File: config.mk
export PLATFORM = sky130hd
export DESIGN_NAME = pitc_core
export DESIGN_NICKNAME = d
export VERILOG_FILES = /design/src/design/pitc_pkg.sv /design/src/design/pitc_ctr_if.sv /design/src/design/pitc_core.sv /design/src/design/pitc_counter.sv
export SDC_FILE = /design/constraint.sdc
export NUM_CORES = 1
export LEC_CHECK = 0
export BUFFER_PORTS_ARGS = -buffer_cell sky130_fd_sc_hd__clkbuf_2
export CAP_MARGIN = 20
export CELL_PAD_IN_SITES_DETAIL_PLACEMENT = 1
export CELL_PAD_IN_SITES_GLOBAL_PLACEMENT = 1
export CORE_MARGIN = 2
export CORE_UTILIZATION = 50
export CTS_BUF_LIST = sky130_fd_sc_hd__clkbuf_2 sky130_fd_sc_hd__clkbuf_4 sky130_fd_sc_hd__clkbuf_8
export CTS_CLUSTER_DIAMETER = 120
export DETAILED_ROUTE_END_ITERATION = 12
export PLACE_DENSITY = 0.91
export SLEW_MARGIN = 20
export SYNTH_ARGS = -nofsm -noshare
export SYNTH_HDL_FRONTEND = slang
export SYNTH_HIERARCHICAL = 1
export SYNTH_SLANG_ARGS = --single-unit
export TNS_END_PERCENT = 50
File: constraint.sdc
create_clock -name mclk -period 10.7 [get_ports mclk]
set_clock_uncertainty 0.05 [all_clocks]
set_input_delay 0.535 -clock mclk [delete_from_list [all_inputs] [get_ports mclk]]
set_output_delay 0.535 -clock mclk [all_outputs]
set_load 0.01 [all_outputs]
File: src/design/pitc_pkg.sv
// Package of shared constants and types for the interval timer core.
package pitc_pkg;

  // ***************************************************************
  // Port map and control word layout.
  // ***************************************************************
  localparam logic [1:0] PORT_CTR0 = 2'h0;
  localparam logic [1:0] PORT_CTR1 = 2'h1;
  localparam logic [1:0] PORT_CTR2 = 2'h2;
  localparam logic [1:0] PORT_CW = 2'h3;
  localparam int CW_SC_LO = 6;
  localparam int CW_RW_LO = 4;
  localparam int CW_CFG_W = 6;
  localparam logic [1:0] SC_READBACK = 2'h3;
  localparam logic [1:0] RW_LATCH = 2'h0;
  localparam logic [1:0] RW_LSB = 2'h1;
  localparam logic [1:0] RW_MSB = 2'h2;
  localparam logic [1:0] RW_BOTH = 2'h3;
  localparam int RB_COUNT_N = 5;
  localparam int RB_STATUS_N = 4;
  localparam int RB_SEL_LO = 1;

  // ***************************************************************
  // Counting modes and reset values.
  // ***************************************************************
  localparam logic [2:0] MODE_0 = 3'h0;
  localparam logic [2:0] MODE_1 = 3'h1;
  localparam logic [2:0] MODE_2 = 3'h2;
  localparam logic [2:0] MODE_3 = 3'h3;
  localparam logic [2:0] MODE_4 = 3'h4;
  localparam logic [2:0] MODE_5 = 3'h5;
  localparam logic [15:0] COUNT_RST = 16'h0000;
  localparam logic [15:0] COUNT_ONE = 16'h0001;
  localparam logic [15:0] COUNT_TWO = 16'h0002;
  localparam logic [7:0] BYTE_RST = 8'h00;
  localparam logic [5:0] CFG_RST = 6'h00;

  // One sampled copy of every host and counter input pin.
  typedef struct packed {
    logic [7:0] data;
    logic [1:0] addr;
    logic cs_n;
    logic rd_n;
    logic wr_n;
    logic [2:0] tick;
    logic [2:0] gate;
  } pitc_pins_s;

endpackage : pitc_pkg

File: src/design/pitc_ctr_if.sv
// Interface between the bus hub and one counter channel.
`timescale 1ns/10ps
interface pitc_ctr_if;
  logic prog;
  logic load;
  logic first;
  logic tick_rise;
  logic tick_fall;
  logic gate_lvl;
  logic gate_rise;
  logic [2:0] mode;
  logic bcd;
  logic [15:0] cr;
  logic [15:0] ce;
  logic out;
  logic nul;

  modport hub (output prog, load, first, tick_rise, tick_fall, gate_lvl,
    gate_rise, mode, bcd, cr, input ce, out, nul);
  modport ctr (input prog, load, first, tick_rise, tick_fall, gate_lvl,
    gate_rise, mode, bcd, cr, output ce, out, nul);
endinterface : pitc_ctr_if

File: src/design/pitc_core.sv
// Top of the interval timer: host port, presets, snapshots and channels.
`timescale 1ns/10ps
module pitc_core (
  input wire logic mclk,
  input wire logic rst,
  input wire logic chip_sel_n,
  input wire logic rd_n,
  input wire logic wr_n,
  input wire logic port_sel_lo,
  input wire logic port_sel_hi,
  input wire logic [7:0] data_in,
  output logic [7:0] data_out,
  output logic data_oe_n,
  input wire logic tick_in_zero,
  input wire logic tick_in_one,
  input wire logic tick_in_two,
  input wire logic enable_in_zero,
  input wire logic enable_in_one,
  input wire logic enable_in_two,
  output logic timer_pin_zero,
  output logic timer_pin_one,
  output logic timer_pin_two
);

  // ***************************************************************
  // Pin resampling.
  // ***************************************************************
  pitc_pkg::pitc_pins_s raw, s1_q, s1_d, s2_q, s2_d, s3_q, s3_d;

  assign raw.data = data_in;
  assign raw.addr = {port_sel_hi, port_sel_lo};
  assign raw.cs_n = chip_sel_n;
  assign raw.rd_n = rd_n;
  assign raw.wr_n = wr_n;
  assign raw.tick = {tick_in_two, tick_in_one, tick_in_zero};
  assign raw.gate = {enable_in_two, enable_in_one, enable_in_zero};

  // Passes all pins through a two-stage resampler and one history stage.
  always_comb begin
    s1_d = raw;
    s2_d = s1_q;
    s3_d = s2_q;
  end

  // Registers the resampling pipeline.
  always_ff @(posedge mclk or posedge rst) begin
    if (rst) begin
      s1_q <= '1;
      s2_q <= '1;
      s3_q <= '1;
    end else begin
      s1_q <= s1_d;
      s2_q <= s2_d;
      s3_q <= s3_d;
    end
  end

  logic wr_done, rd_done, rd_act;
  logic [1:0] wa, ra;
  logic [7:0] wdat;

  // Strobe trailing edges only count while chip select was low.
  assign wr_done = s2_q.wr_n & ~s3_q.wr_n & ~s3_q.cs_n;
  assign rd_done = s2_q.rd_n & ~s3_q.rd_n & ~s3_q.cs_n;
  assign rd_act = ~s2_q.cs_n & ~s2_q.rd_n;
  assign wa = s3_q.addr;
  assign ra = s2_q.addr;
  assign wdat = s3_q.data;

  // ***************************************************************
  // Per-channel host state.
  // ***************************************************************
  logic [5:0] cw_q[3], cw_d[3];
  logic [15:0] cr_q[3], cr_d[3];
  logic [15:0] ol_q[3], ol_d[3];
  logic [7:0] st_q[3], st_d[3];
  logic wrhi_q[3], wrhi_d[3], rdhi_q[3], rdhi_d[3];
  logic olh_q[3], olh_d[3], sth_q[3], sth_d[3];
  logic prog_q[3], prog_d[3], load_q[3], load_d[3];
  logic first_q[3], first_d[3];
  logic [7:0] dout_q, dout_d;
  logic doe_n_q, doe_n_d;
  logic [15:0] ce_w[3];
  logic out_w[3], nul_w[3];
  logic [1:0] rw;

  // Decodes host writes and reads into per-channel state changes.
  always_comb begin
    for (int i = 0; i < 3; i++) begin
      cw_d[i] = cw_q[i];
      cr_d[i] = cr_q[i];
      st_d[i] = st_q[i];
      wrhi_d[i] = wrhi_q[i];
      rdhi_d[i] = rdhi_q[i];
      olh_d[i] = olh_q[i];
      sth_d[i] = sth_q[i];
      prog_d[i] = 1'b0;
      load_d[i] = 1'b0;
      first_d[i] = 1'b0;
      ol_d[i] = olh_q[i] ? ol_q[i] : ce_w[i];
    end
    rw = 2'h0;
    if (wr_done && wa == pitc_pkg::PORT_CW) begin
      if (wdat[7:pitc_pkg::CW_SC_LO] == pitc_pkg::SC_READBACK) begin
        for (int i = 0; i < 3; i++) begin
          if (wdat[pitc_pkg::RB_SEL_LO + i]) begin
            if (!wdat[pitc_pkg::RB_COUNT_N] && !olh_q[i]) begin
              ol_d[i] = ce_w[i];
              olh_d[i] = 1'b1;
            end
            if (!wdat[pitc_pkg::RB_STATUS_N] && !sth_q[i]) begin
              st_d[i] = {out_w[i], nul_w[i], cw_q[i]};
              sth_d[i] = 1'b1;
            end
          end
        end
      end else begin
        for (int i = 0; i < 3; i++) begin
          if (wdat[7:pitc_pkg::CW_SC_LO] == 2'(i)) begin
            if (wdat[5:pitc_pkg::CW_RW_LO] == pitc_pkg::RW_LATCH) begin
              if (!olh_q[i]) begin
                ol_d[i] = ce_w[i];
                olh_d[i] = 1'b1;
              end
            end else begin
              cw_d[i] = wdat[pitc_pkg::CW_CFG_W-1:0];
              cr_d[i] = pitc_pkg::COUNT_RST;
              wrhi_d[i] = 1'b0;
              rdhi_d[i] = 1'b0;
              olh_d[i] = 1'b0;
              sth_d[i] = 1'b0;
              prog_d[i] = 1'b1;
            end
          end
        end
      end
    end else if (wr_done) begin
      for (int i = 0; i < 3; i++) begin
        if (wa == 2'(i)) begin
          rw = cw_q[i][5:pitc_pkg::CW_RW_LO];
          if (rw == pitc_pkg::RW_LSB ||
              (rw == pitc_pkg::RW_BOTH && !wrhi_q[i])) begin
            cr_d[i][7:0] = wdat;
          end else begin
            cr_d[i][15:8] = wdat;
          end
          if (rw == pitc_pkg::RW_BOTH && !wrhi_q[i]) begin
            wrhi_d[i] = 1'b1;
            first_d[i] = 1'b1;
          end else if (rw != pitc_pkg::RW_LATCH) begin
            wrhi_d[i] = 1'b0;
            load_d[i] = 1'b1;
          end
        end
      end
    end
    if (rd_done) begin
      for (int i = 0; i < 3; i++) begin
        if (s3_q.addr == 2'(i)) begin
          if (sth_q[i]) begin
            sth_d[i] = 1'b0;
          end else if (cw_q[i][5:pitc_pkg::CW_RW_LO] ==
                       pitc_pkg::RW_BOTH && !rdhi_q[i]) begin
            rdhi_d[i] = 1'b1;
          end else begin
            rdhi_d[i] = 1'b0;
            olh_d[i] = 1'b0;
          end
        end
      end
    end
    dout_d = pitc_pkg::BYTE_RST;
    doe_n_d = 1'b1;
    for (int i = 0; i < 3; i++) begin
      if (rd_act && ra == 2'(i)) begin
        doe_n_d = 1'b0;
        if (sth_q[i]) begin
          dout_d = st_q[i];
        end else if (cw_q[i][5:pitc_pkg::CW_RW_LO] == pitc_pkg::RW_MSB ||
                     (cw_q[i][5:pitc_pkg::CW_RW_LO] == pitc_pkg::RW_BOTH &&
                      rdhi_q[i])) begin
          dout_d = ol_q[i][15:8];
        end else begin
          dout_d = ol_q[i][7:0];
        end
      end
    end
  end

  // Registers the per-channel host state and the data port.
  always_ff @(posedge mclk or posedge rst) begin
    if (rst) begin
      for (int i = 0; i < 3; i++) begin
        cw_q[i] <= pitc_pkg::CFG_RST;
        cr_q[i] <= pitc_pkg::COUNT_RST;
        ol_q[i] <= pitc_pkg::COUNT_RST;
        st_q[i] <= pitc_pkg::BYTE_RST;
        wrhi_q[i] <= 1'b0;
        rdhi_q[i] <= 1'b0;
        olh_q[i] <= 1'b0;
        sth_q[i] <= 1'b0;
        prog_q[i] <= 1'b0;
        load_q[i] <= 1'b0;
        first_q[i] <= 1'b0;
      end
      dout_q <= pitc_pkg::BYTE_RST;
      doe_n_q <= 1'b1;
    end else begin
      for (int i = 0; i < 3; i++) begin
        cw_q[i] <= cw_d[i];
        cr_q[i] <= cr_d[i];
        ol_q[i] <= ol_d[i];
        st_q[i] <= st_d[i];
        wrhi_q[i] <= wrhi_d[i];
        rdhi_q[i] <= rdhi_d[i];
        olh_q[i] <= olh_d[i];
        sth_q[i] <= sth_d[i];
        prog_q[i] <= prog_d[i];
        load_q[i] <= load_d[i];
        first_q[i] <= first_d[i];
      end
      dout_q <= dout_d;
      doe_n_q <= doe_n_d;
    end
  end

  assign data_out = dout_q;
  assign data_oe_n = doe_n_q;

  // ***************************************************************
  // Counting channels.
  // ***************************************************************
  pitc_ctr_if ch[3] ();

  // Joins each channel to its host state and resampled pins.
  for (genvar g = 0; g < 3; g++) begin : g_ch
    assign ch[g].prog = prog_q[g];
    assign ch[g].load = load_q[g];
    assign ch[g].first = first_q[g];
    assign ch[g].tick_rise = s2_q.tick[g] & ~s3_q.tick[g];
    assign ch[g].tick_fall = ~s2_q.tick[g] & s3_q.tick[g];
    assign ch[g].gate_lvl = s2_q.gate[g];
    assign ch[g].gate_rise = s2_q.gate[g] & ~s3_q.gate[g];
    assign ch[g].mode = cw_q[g][3:1];
    assign ch[g].bcd = cw_q[g][0];
    assign ch[g].cr = cr_q[g];
    assign ce_w[g] = ch[g].ce;
    assign out_w[g] = ch[g].out;
    assign nul_w[g] = ch[g].nul;

    pitc_counter u_ctr (
      .mclk(mclk),
      .rst(rst),
      .link(ch[g])
    );
  end

  assign timer_pin_zero = out_w[0];
  assign timer_pin_one = out_w[1];
  assign timer_pin_two = out_w[2];

endmodule : pitc_core

File: src/design/pitc_counter.sv
// One counting channel: counting element, gate logic and output pin.
`timescale 1ns/10ps
module pitc_counter (
  input wire logic mclk,
  input wire logic rst,
  pitc_ctr_if.ctr link
);

  // ***************************************************************
  // Decrement helper.
  // ***************************************************************

  // Steps one count down, digit by digit in decimal mode.
  function automatic logic [15:0] pitc_dec(input logic [15:0] v,
                                           input logic b);
    logic [15:0] r;
    logic brw;
    r = v;
    brw = 1'b1;
    if (!b) begin
      r = v - pitc_pkg::COUNT_ONE;
    end else begin
      for (int j = 0; j < 4; j++) begin
        if (brw) begin
          if (r[4*j +: 4] == 4'h0) begin
            r[4*j +: 4] = 4'h9;
          end else begin
            r[4*j +: 4] = r[4*j +: 4] - 4'h1;
            brw = 1'b0;
          end
        end
      end
    end
    return r;
  endfunction : pitc_dec

  // ***************************************************************
  // Channel state.
  // ***************************************************************
  logic [15:0] ce_q, ce_d;
  logic out_q, out_d, nul_q, nul_d, pend_q, pend_d, stop_q, stop_d;
  logic run_q, run_d, cv_q, cv_d, trig_q, trig_d;
  logic gsmp_q, gsmp_d, tsmp_q, tsmp_d;
  logic [2:0] m;
  logic lvl_mode, edge_mode, en;
  logic [15:0] dec1, dec2;

  // Modes six and seven behave as two and three.
  assign m = link.mode[1] ? {1'b0, link.mode[1:0]} : link.mode;
  assign lvl_mode = (m != pitc_pkg::MODE_1) && (m != pitc_pkg::MODE_5);
  assign edge_mode = (m != pitc_pkg::MODE_0) && (m != pitc_pkg::MODE_4);
  assign dec1 = pitc_dec(ce_q, link.bcd);
  assign dec2 = pitc_dec(dec1, link.bcd);
  assign en = run_q && !stop_q && (!lvl_mode || gsmp_q);

  // Computes the next channel state from tick, gate and host events.
  always_comb begin
    ce_d = ce_q;
    out_d = out_q;
    nul_d = nul_q;
    pend_d = pend_q;
    stop_d = stop_q;
    run_d = run_q;
    cv_d = cv_q;
    gsmp_d = gsmp_q;
    tsmp_d = tsmp_q;
    trig_d = link.gate_rise | (trig_q & ~link.tick_rise);
    if (link.tick_rise) begin
      gsmp_d = link.gate_lvl;
      tsmp_d = trig_q;
    end
    if (link.tick_fall) begin
      if (pend_q || (edge_mode && tsmp_q && cv_q)) begin
        ce_d = link.cr;
        pend_d = 1'b0;
        nul_d = 1'b0;
        run_d = 1'b1;
        tsmp_d = 1'b0;
        if (m == pitc_pkg::MODE_1) begin
          out_d = 1'b0;
        end else if (m != pitc_pkg::MODE_0) begin
          out_d = 1'b1;
        end
      end else if (en) begin
        case (m)
          pitc_pkg::MODE_2: begin
            if (ce_q == pitc_pkg::COUNT_ONE) begin
              ce_d = link.cr;
              nul_d = 1'b0;
              out_d = 1'b1;
            end else begin
              ce_d = dec1;
              out_d = (dec1 != pitc_pkg::COUNT_ONE);
            end
          end
          pitc_pkg::MODE_3: begin
            if (ce_q == pitc_pkg::COUNT_ONE ||
                ce_q == pitc_pkg::COUNT_TWO) begin
              ce_d = link.cr;
              nul_d = 1'b0;
              out_d = ~out_q;
            end else begin
              ce_d = dec2;
            end
          end
          pitc_pkg::MODE_0, pitc_pkg::MODE_1: begin
            ce_d = dec1;
            if (dec1 == pitc_pkg::COUNT_RST) begin
              out_d = 1'b1;
            end
          end
          default: begin
            ce_d = dec1;
            out_d = (dec1 != pitc_pkg::COUNT_RST);
          end
        endcase
      end
    end
    // A low gate forces the periodic modes high at once.
    if ((m == pitc_pkg::MODE_2 || m == pitc_pkg::MODE_3) &&
        !link.gate_lvl) begin
      out_d = 1'b1;
    end
    if (link.load) begin
      nul_d = 1'b1;
      cv_d = 1'b1;
      stop_d = 1'b0;
      // Trigger-only modes stay armed until a gate rising edge loads them.
      if (lvl_mode && (!edge_mode || !run_q)) begin
        pend_d = 1'b1;
      end
      if (m == pitc_pkg::MODE_0) begin
        out_d = 1'b0;
      end
    end
    if (link.first && m == pitc_pkg::MODE_0) begin
      out_d = 1'b0;
      stop_d = 1'b1;
    end
    if (link.prog) begin
      out_d = (m != pitc_pkg::MODE_0);
      nul_d = 1'b1;
      pend_d = 1'b0;
      stop_d = 1'b0;
      run_d = 1'b0;
      cv_d = 1'b0;
      trig_d = 1'b0;
      tsmp_d = 1'b0;
    end
  end

  // Registers the channel state.
  always_ff @(posedge mclk or posedge rst) begin
    if (rst) begin
      ce_q <= pitc_pkg::COUNT_RST;
      out_q <= 1'b0;
      nul_q <= 1'b0;
      pend_q <= 1'b0;
      stop_q <= 1'b0;
      run_q <= 1'b0;
      cv_q <= 1'b0;
      trig_q <= 1'b0;
      gsmp_q <= 1'b0;
      tsmp_q <= 1'b0;
    end else begin
      ce_q <= ce_d;
      out_q <= out_d;
      nul_q <= nul_d;
      pend_q <= pend_d;
      stop_q <= stop_d;
      run_q <= run_d;
      cv_q <= cv_d;
      trig_q <= trig_d;
      gsmp_q <= gsmp_d;
      tsmp_q <= tsmp_d;
    end
  end

  assign link.ce = ce_q;
  assign link.out = out_q;
  assign link.nul = nul_q;

endmodule : pitc_counter

==> results.cfg <==
[synth]
yosysWarnings = 6
syn_inst = 1920
synthXorXnorAreaFrac = 0.02580
synth-seq-cells = 300
yosys.area_share.simple = 0.1929
synth.area.mux_share = 0.08781
synth_fp_nets = 1965
synthFlopType = dfrtp_1
syn_avg_cell_area_um2 = 9.573
syn_area_mm2 = 0.01838
synth_compound_area_frac = 0.2210
synth-seq-area-share = 0.4124
async_reset_ff_frac = 1.000
synth-edff-count = 0
synth_top_family_by_area = compound AO/OA/AOI/OAI gates
synth_adder_area_share = 0.01634
synth_cell_types = 120

[timing]
setup_tns_ns = 0
setup_ws_ns = 5.995
finalSetupViolCount = 0
tightest_slew_ns = 1.148
post-route-period-util = 0.4398
slew_headroom = 0.2285
finalHoldViolCount = 0
rsz0062_at_grt = false
slew_viol_final = 0
period_needed_ns = 4.705
max_freq_mhz = 212.5

[pwr]
totalPowerFinal_mw = 5.321
p_leak_nw = 8.245
power.density_mw_per_mm2 = 265.9
swShare = 0.4581
switchingPower_mw = 2.438
max-vdd-ir-drop_mv = 0.1526
pwr-share-seq = 0.344
pwr-share-clk = 0.206
p_int_mw = 2.883
power_frac_comb = 0.450

[detailed_routing]
dr.pass1.iters = 5
avgRoutedWirePerCell_um = 26.60
antenna_left = 0
vias_per_cell = 6.895
drt_drc_violations_left = 0
drtIter0Drc = 1614
vias = 16710
totalWireLength_mm = 64.45

[cts]
hold_buffers = 19
ctsHtreeMaxLevel = 2
root_buffer = clkbuf_8
cts_sinks = 300
cts_tree = built
post_cts_buffers = 0
clk_path_buf_depth = 3
clk_latency_ns = 0.60
ctsResizeCount = 0
cts_made_buffers = 50
clkTransAtPathRegs_ns = 0.06

[setup_path]
crit_family = simple AND/OR/NAND/NOR gates
worstSetupPathType = reg2reg
ff2ff_setup_slack_ns = 5.99
r2r_cells = 12
r2r_start = g_ch[2].u_ctr/link.ce[0]
crit_path_start_kind = flip-flop
cp.buffers_inverters = 1
cp_max_fo = 21
worstPathCellList = inv_1 > ha_1 > nor3b_1 > nand2_1 > xor2_1 > ha_1 > and2_1 > a32oi_1 > nor4_1 > o21ai_0 > a221oi_1 > o21ai_1
required_ns = 11.12
r2r-end = g_ch[2].u_ctr/link.ce[14]
cp_slowest_cell = ha_1
crit_path_max_incr_delay_ns = 0.72
end_kind = flip-flop
critical_path_arrival_ns = 5.13
crit_path_frequent_cell = ha_1

[place]
place_area_mm2 = 0.01874
finalWeightedCongestion = 0.9539
port_buffers = 32
dp_hpwl_mm = 45.14
dpl_worst_slack_ns = 6.151

[global_route]
overflow = 0
grt_max_degree = 140
antenna_found_initial = 0
grt_pass1_vias = 17650
grt_usage = 0.3351
grt_pass1_wl_mm = 101.0

[outcome]
status = finished, final reports clean

[finish]
n_antenna_cell = 0
fin_util = 0.5493
synthToLayoutAreaGrowth_pct = 8.890
drive_above_1_share = 0.2153
fin_nets = 1962
final_common_cell = dfrtp_1
layout_common_cells = 242 x dfrtp_1, 155 x nor2_1, 121 x mux2_2, 120 x a21oi_1, 119 x nand2_1
design_area_mm2 = 0.02001

[floorplan]
core-area_mm2 = 0.03643
initial_utilization = 0.5045
dieArea_mm2 = 0.03831
die_h_um = 195.7
num_rows = 70
ioPinCount = 33
dieWidth_um = 195.7

[flow_run]
maxCapViolations = 0

[worst_hold_path]
hp-class = in2async
## power groups by stage
stage	Combinational, mW	Clock, mW	Sequential, mW
after floorplan	1.93	0	1.53
after global placement	2.18	0	1.80
after detailed placement	2.28	0	1.83
after CTS	2.32	1.10	1.82
after global routing	2.57	1.15	1.86
final	2.39	1.10	1.83
## cells in the mapped netlist, types with 19 or more instances
cell,count,area (um^2)
and3_1,24,150.1
mux2i_1,21,210.2
a211oi_1,36,270.3
ha_1,24,300.3
nor3_1,55,275.3
xnor2_1,30,262.8
o31ai_1,25,187.7
nor4_1,23,143.9
dfrtp_1,242,6056
o22ai_1,23,143.9
dfstp_2,58,1524
nand3_1,41,205.2
nor2_1,155,581.8
a22o_1,25,219.0
clkbuf_1,83,311.6
o211ai_1,19,142.6
a31oi_1,19,118.9
buf_2,21,105.1
mux2_2,121,1363
nand2b_1,22,137.6
o21ai_0,100,500.5
nor2b_1,26,162.7
a21oi_1,120,600.6
nand2_1,119,446.7
nand4_1,27,168.9
inv_1,69,259.0
## state kept, by name (all words and copies together) (netlist names), 6 cells and up
register and count:
st_q 24, s2_q 14, cw_q 6, data_out 8
wdat 8, g_ch.u_ctr/link.ce 48, ch.mode 9, s3_q 9
ol_q 48, ch.cr 48, s1_q 19
## cell families after synthesis
family,count (synthesis)
AOI/OAI and AO/OA,576
xor gates and xnor gates,49
and+or+nand+nor,634
DFF,300
buffers and inverters,192
muxes,145
adders and majority gates,24
## worst reg2reg max path: stages, from the launching register on
cell and delay, ns:
dfrtp_1 0.57, inv_1 0.19, ha_1 0.72, nor3b_1 0.58
nand2_1 0.15, xor2_1 0.55, ha_1 0.38, and2_1 0.16
a32oi_1 0.19, nor4_1 0.44, o21ai_0 0.18, a221oi_1 0.34
o21ai_1 0.09
## how the worst max path moves through the flow
stage                        startpoint                   endpoint  slack, ns  cells past startpoint
2_1_floorplan                       rst                  ch[0].bcd       4.05                      1
3_3_place_gp   g_ch[2].u_ctr/link.ce[0]  g_ch[2].u_ctr/link.ce[15]       6.46                     13
3_5_place_dp   g_ch[2].u_ctr/link.ce[0]  g_ch[2].u_ctr/link.ce[14]       6.15                     12
4_1_cts        g_ch[2].u_ctr/link.ce[0]  g_ch[2].u_ctr/link.ce[15]       6.13                     13
5_1_grt        g_ch[2].u_ctr/link.ce[0]  g_ch[2].u_ctr/link.ce[15]       5.70                     13
6_report       g_ch[2].u_ctr/link.ce[0]  g_ch[2].u_ctr/link.ce[14]       5.99                     12
## metal layers
layer  up-vias  wire [um]  global-route usage
met5         -          0                   0
met4         0       2868              0.1560
met3       213       4697             0.05329
met2       797      30570              0.5475
met1      8501      26310              0.4402
li1       7195          -                   -
## cell type report
| class | count | area [um^2] |
|---|---|---|
| fillers | 4085 | 16420 |
| multi-input cells | 1428 | 10020 |
| flip-flops and latches | 300 | 7580 |
| clock buffers | 78 | 973.4 |
| well taps | 468 | 585.6 |
| repair buffers | 66 | 494.2 |
| inverters | 71 | 274.0 |
| clock inverters | 12 | 91.34 |
## stage by stage
step	hold WS, ns	cells
4_1_cts	0.08570	2423
2_1_floorplan	0.2952	1920
5_1_grt	0.1301	2423
6_report	0.08790	2423
3_3_place_gp	0.2954	2312
3_5_place_dp	0.2975	2314
(Power assumes the default switching activity.)
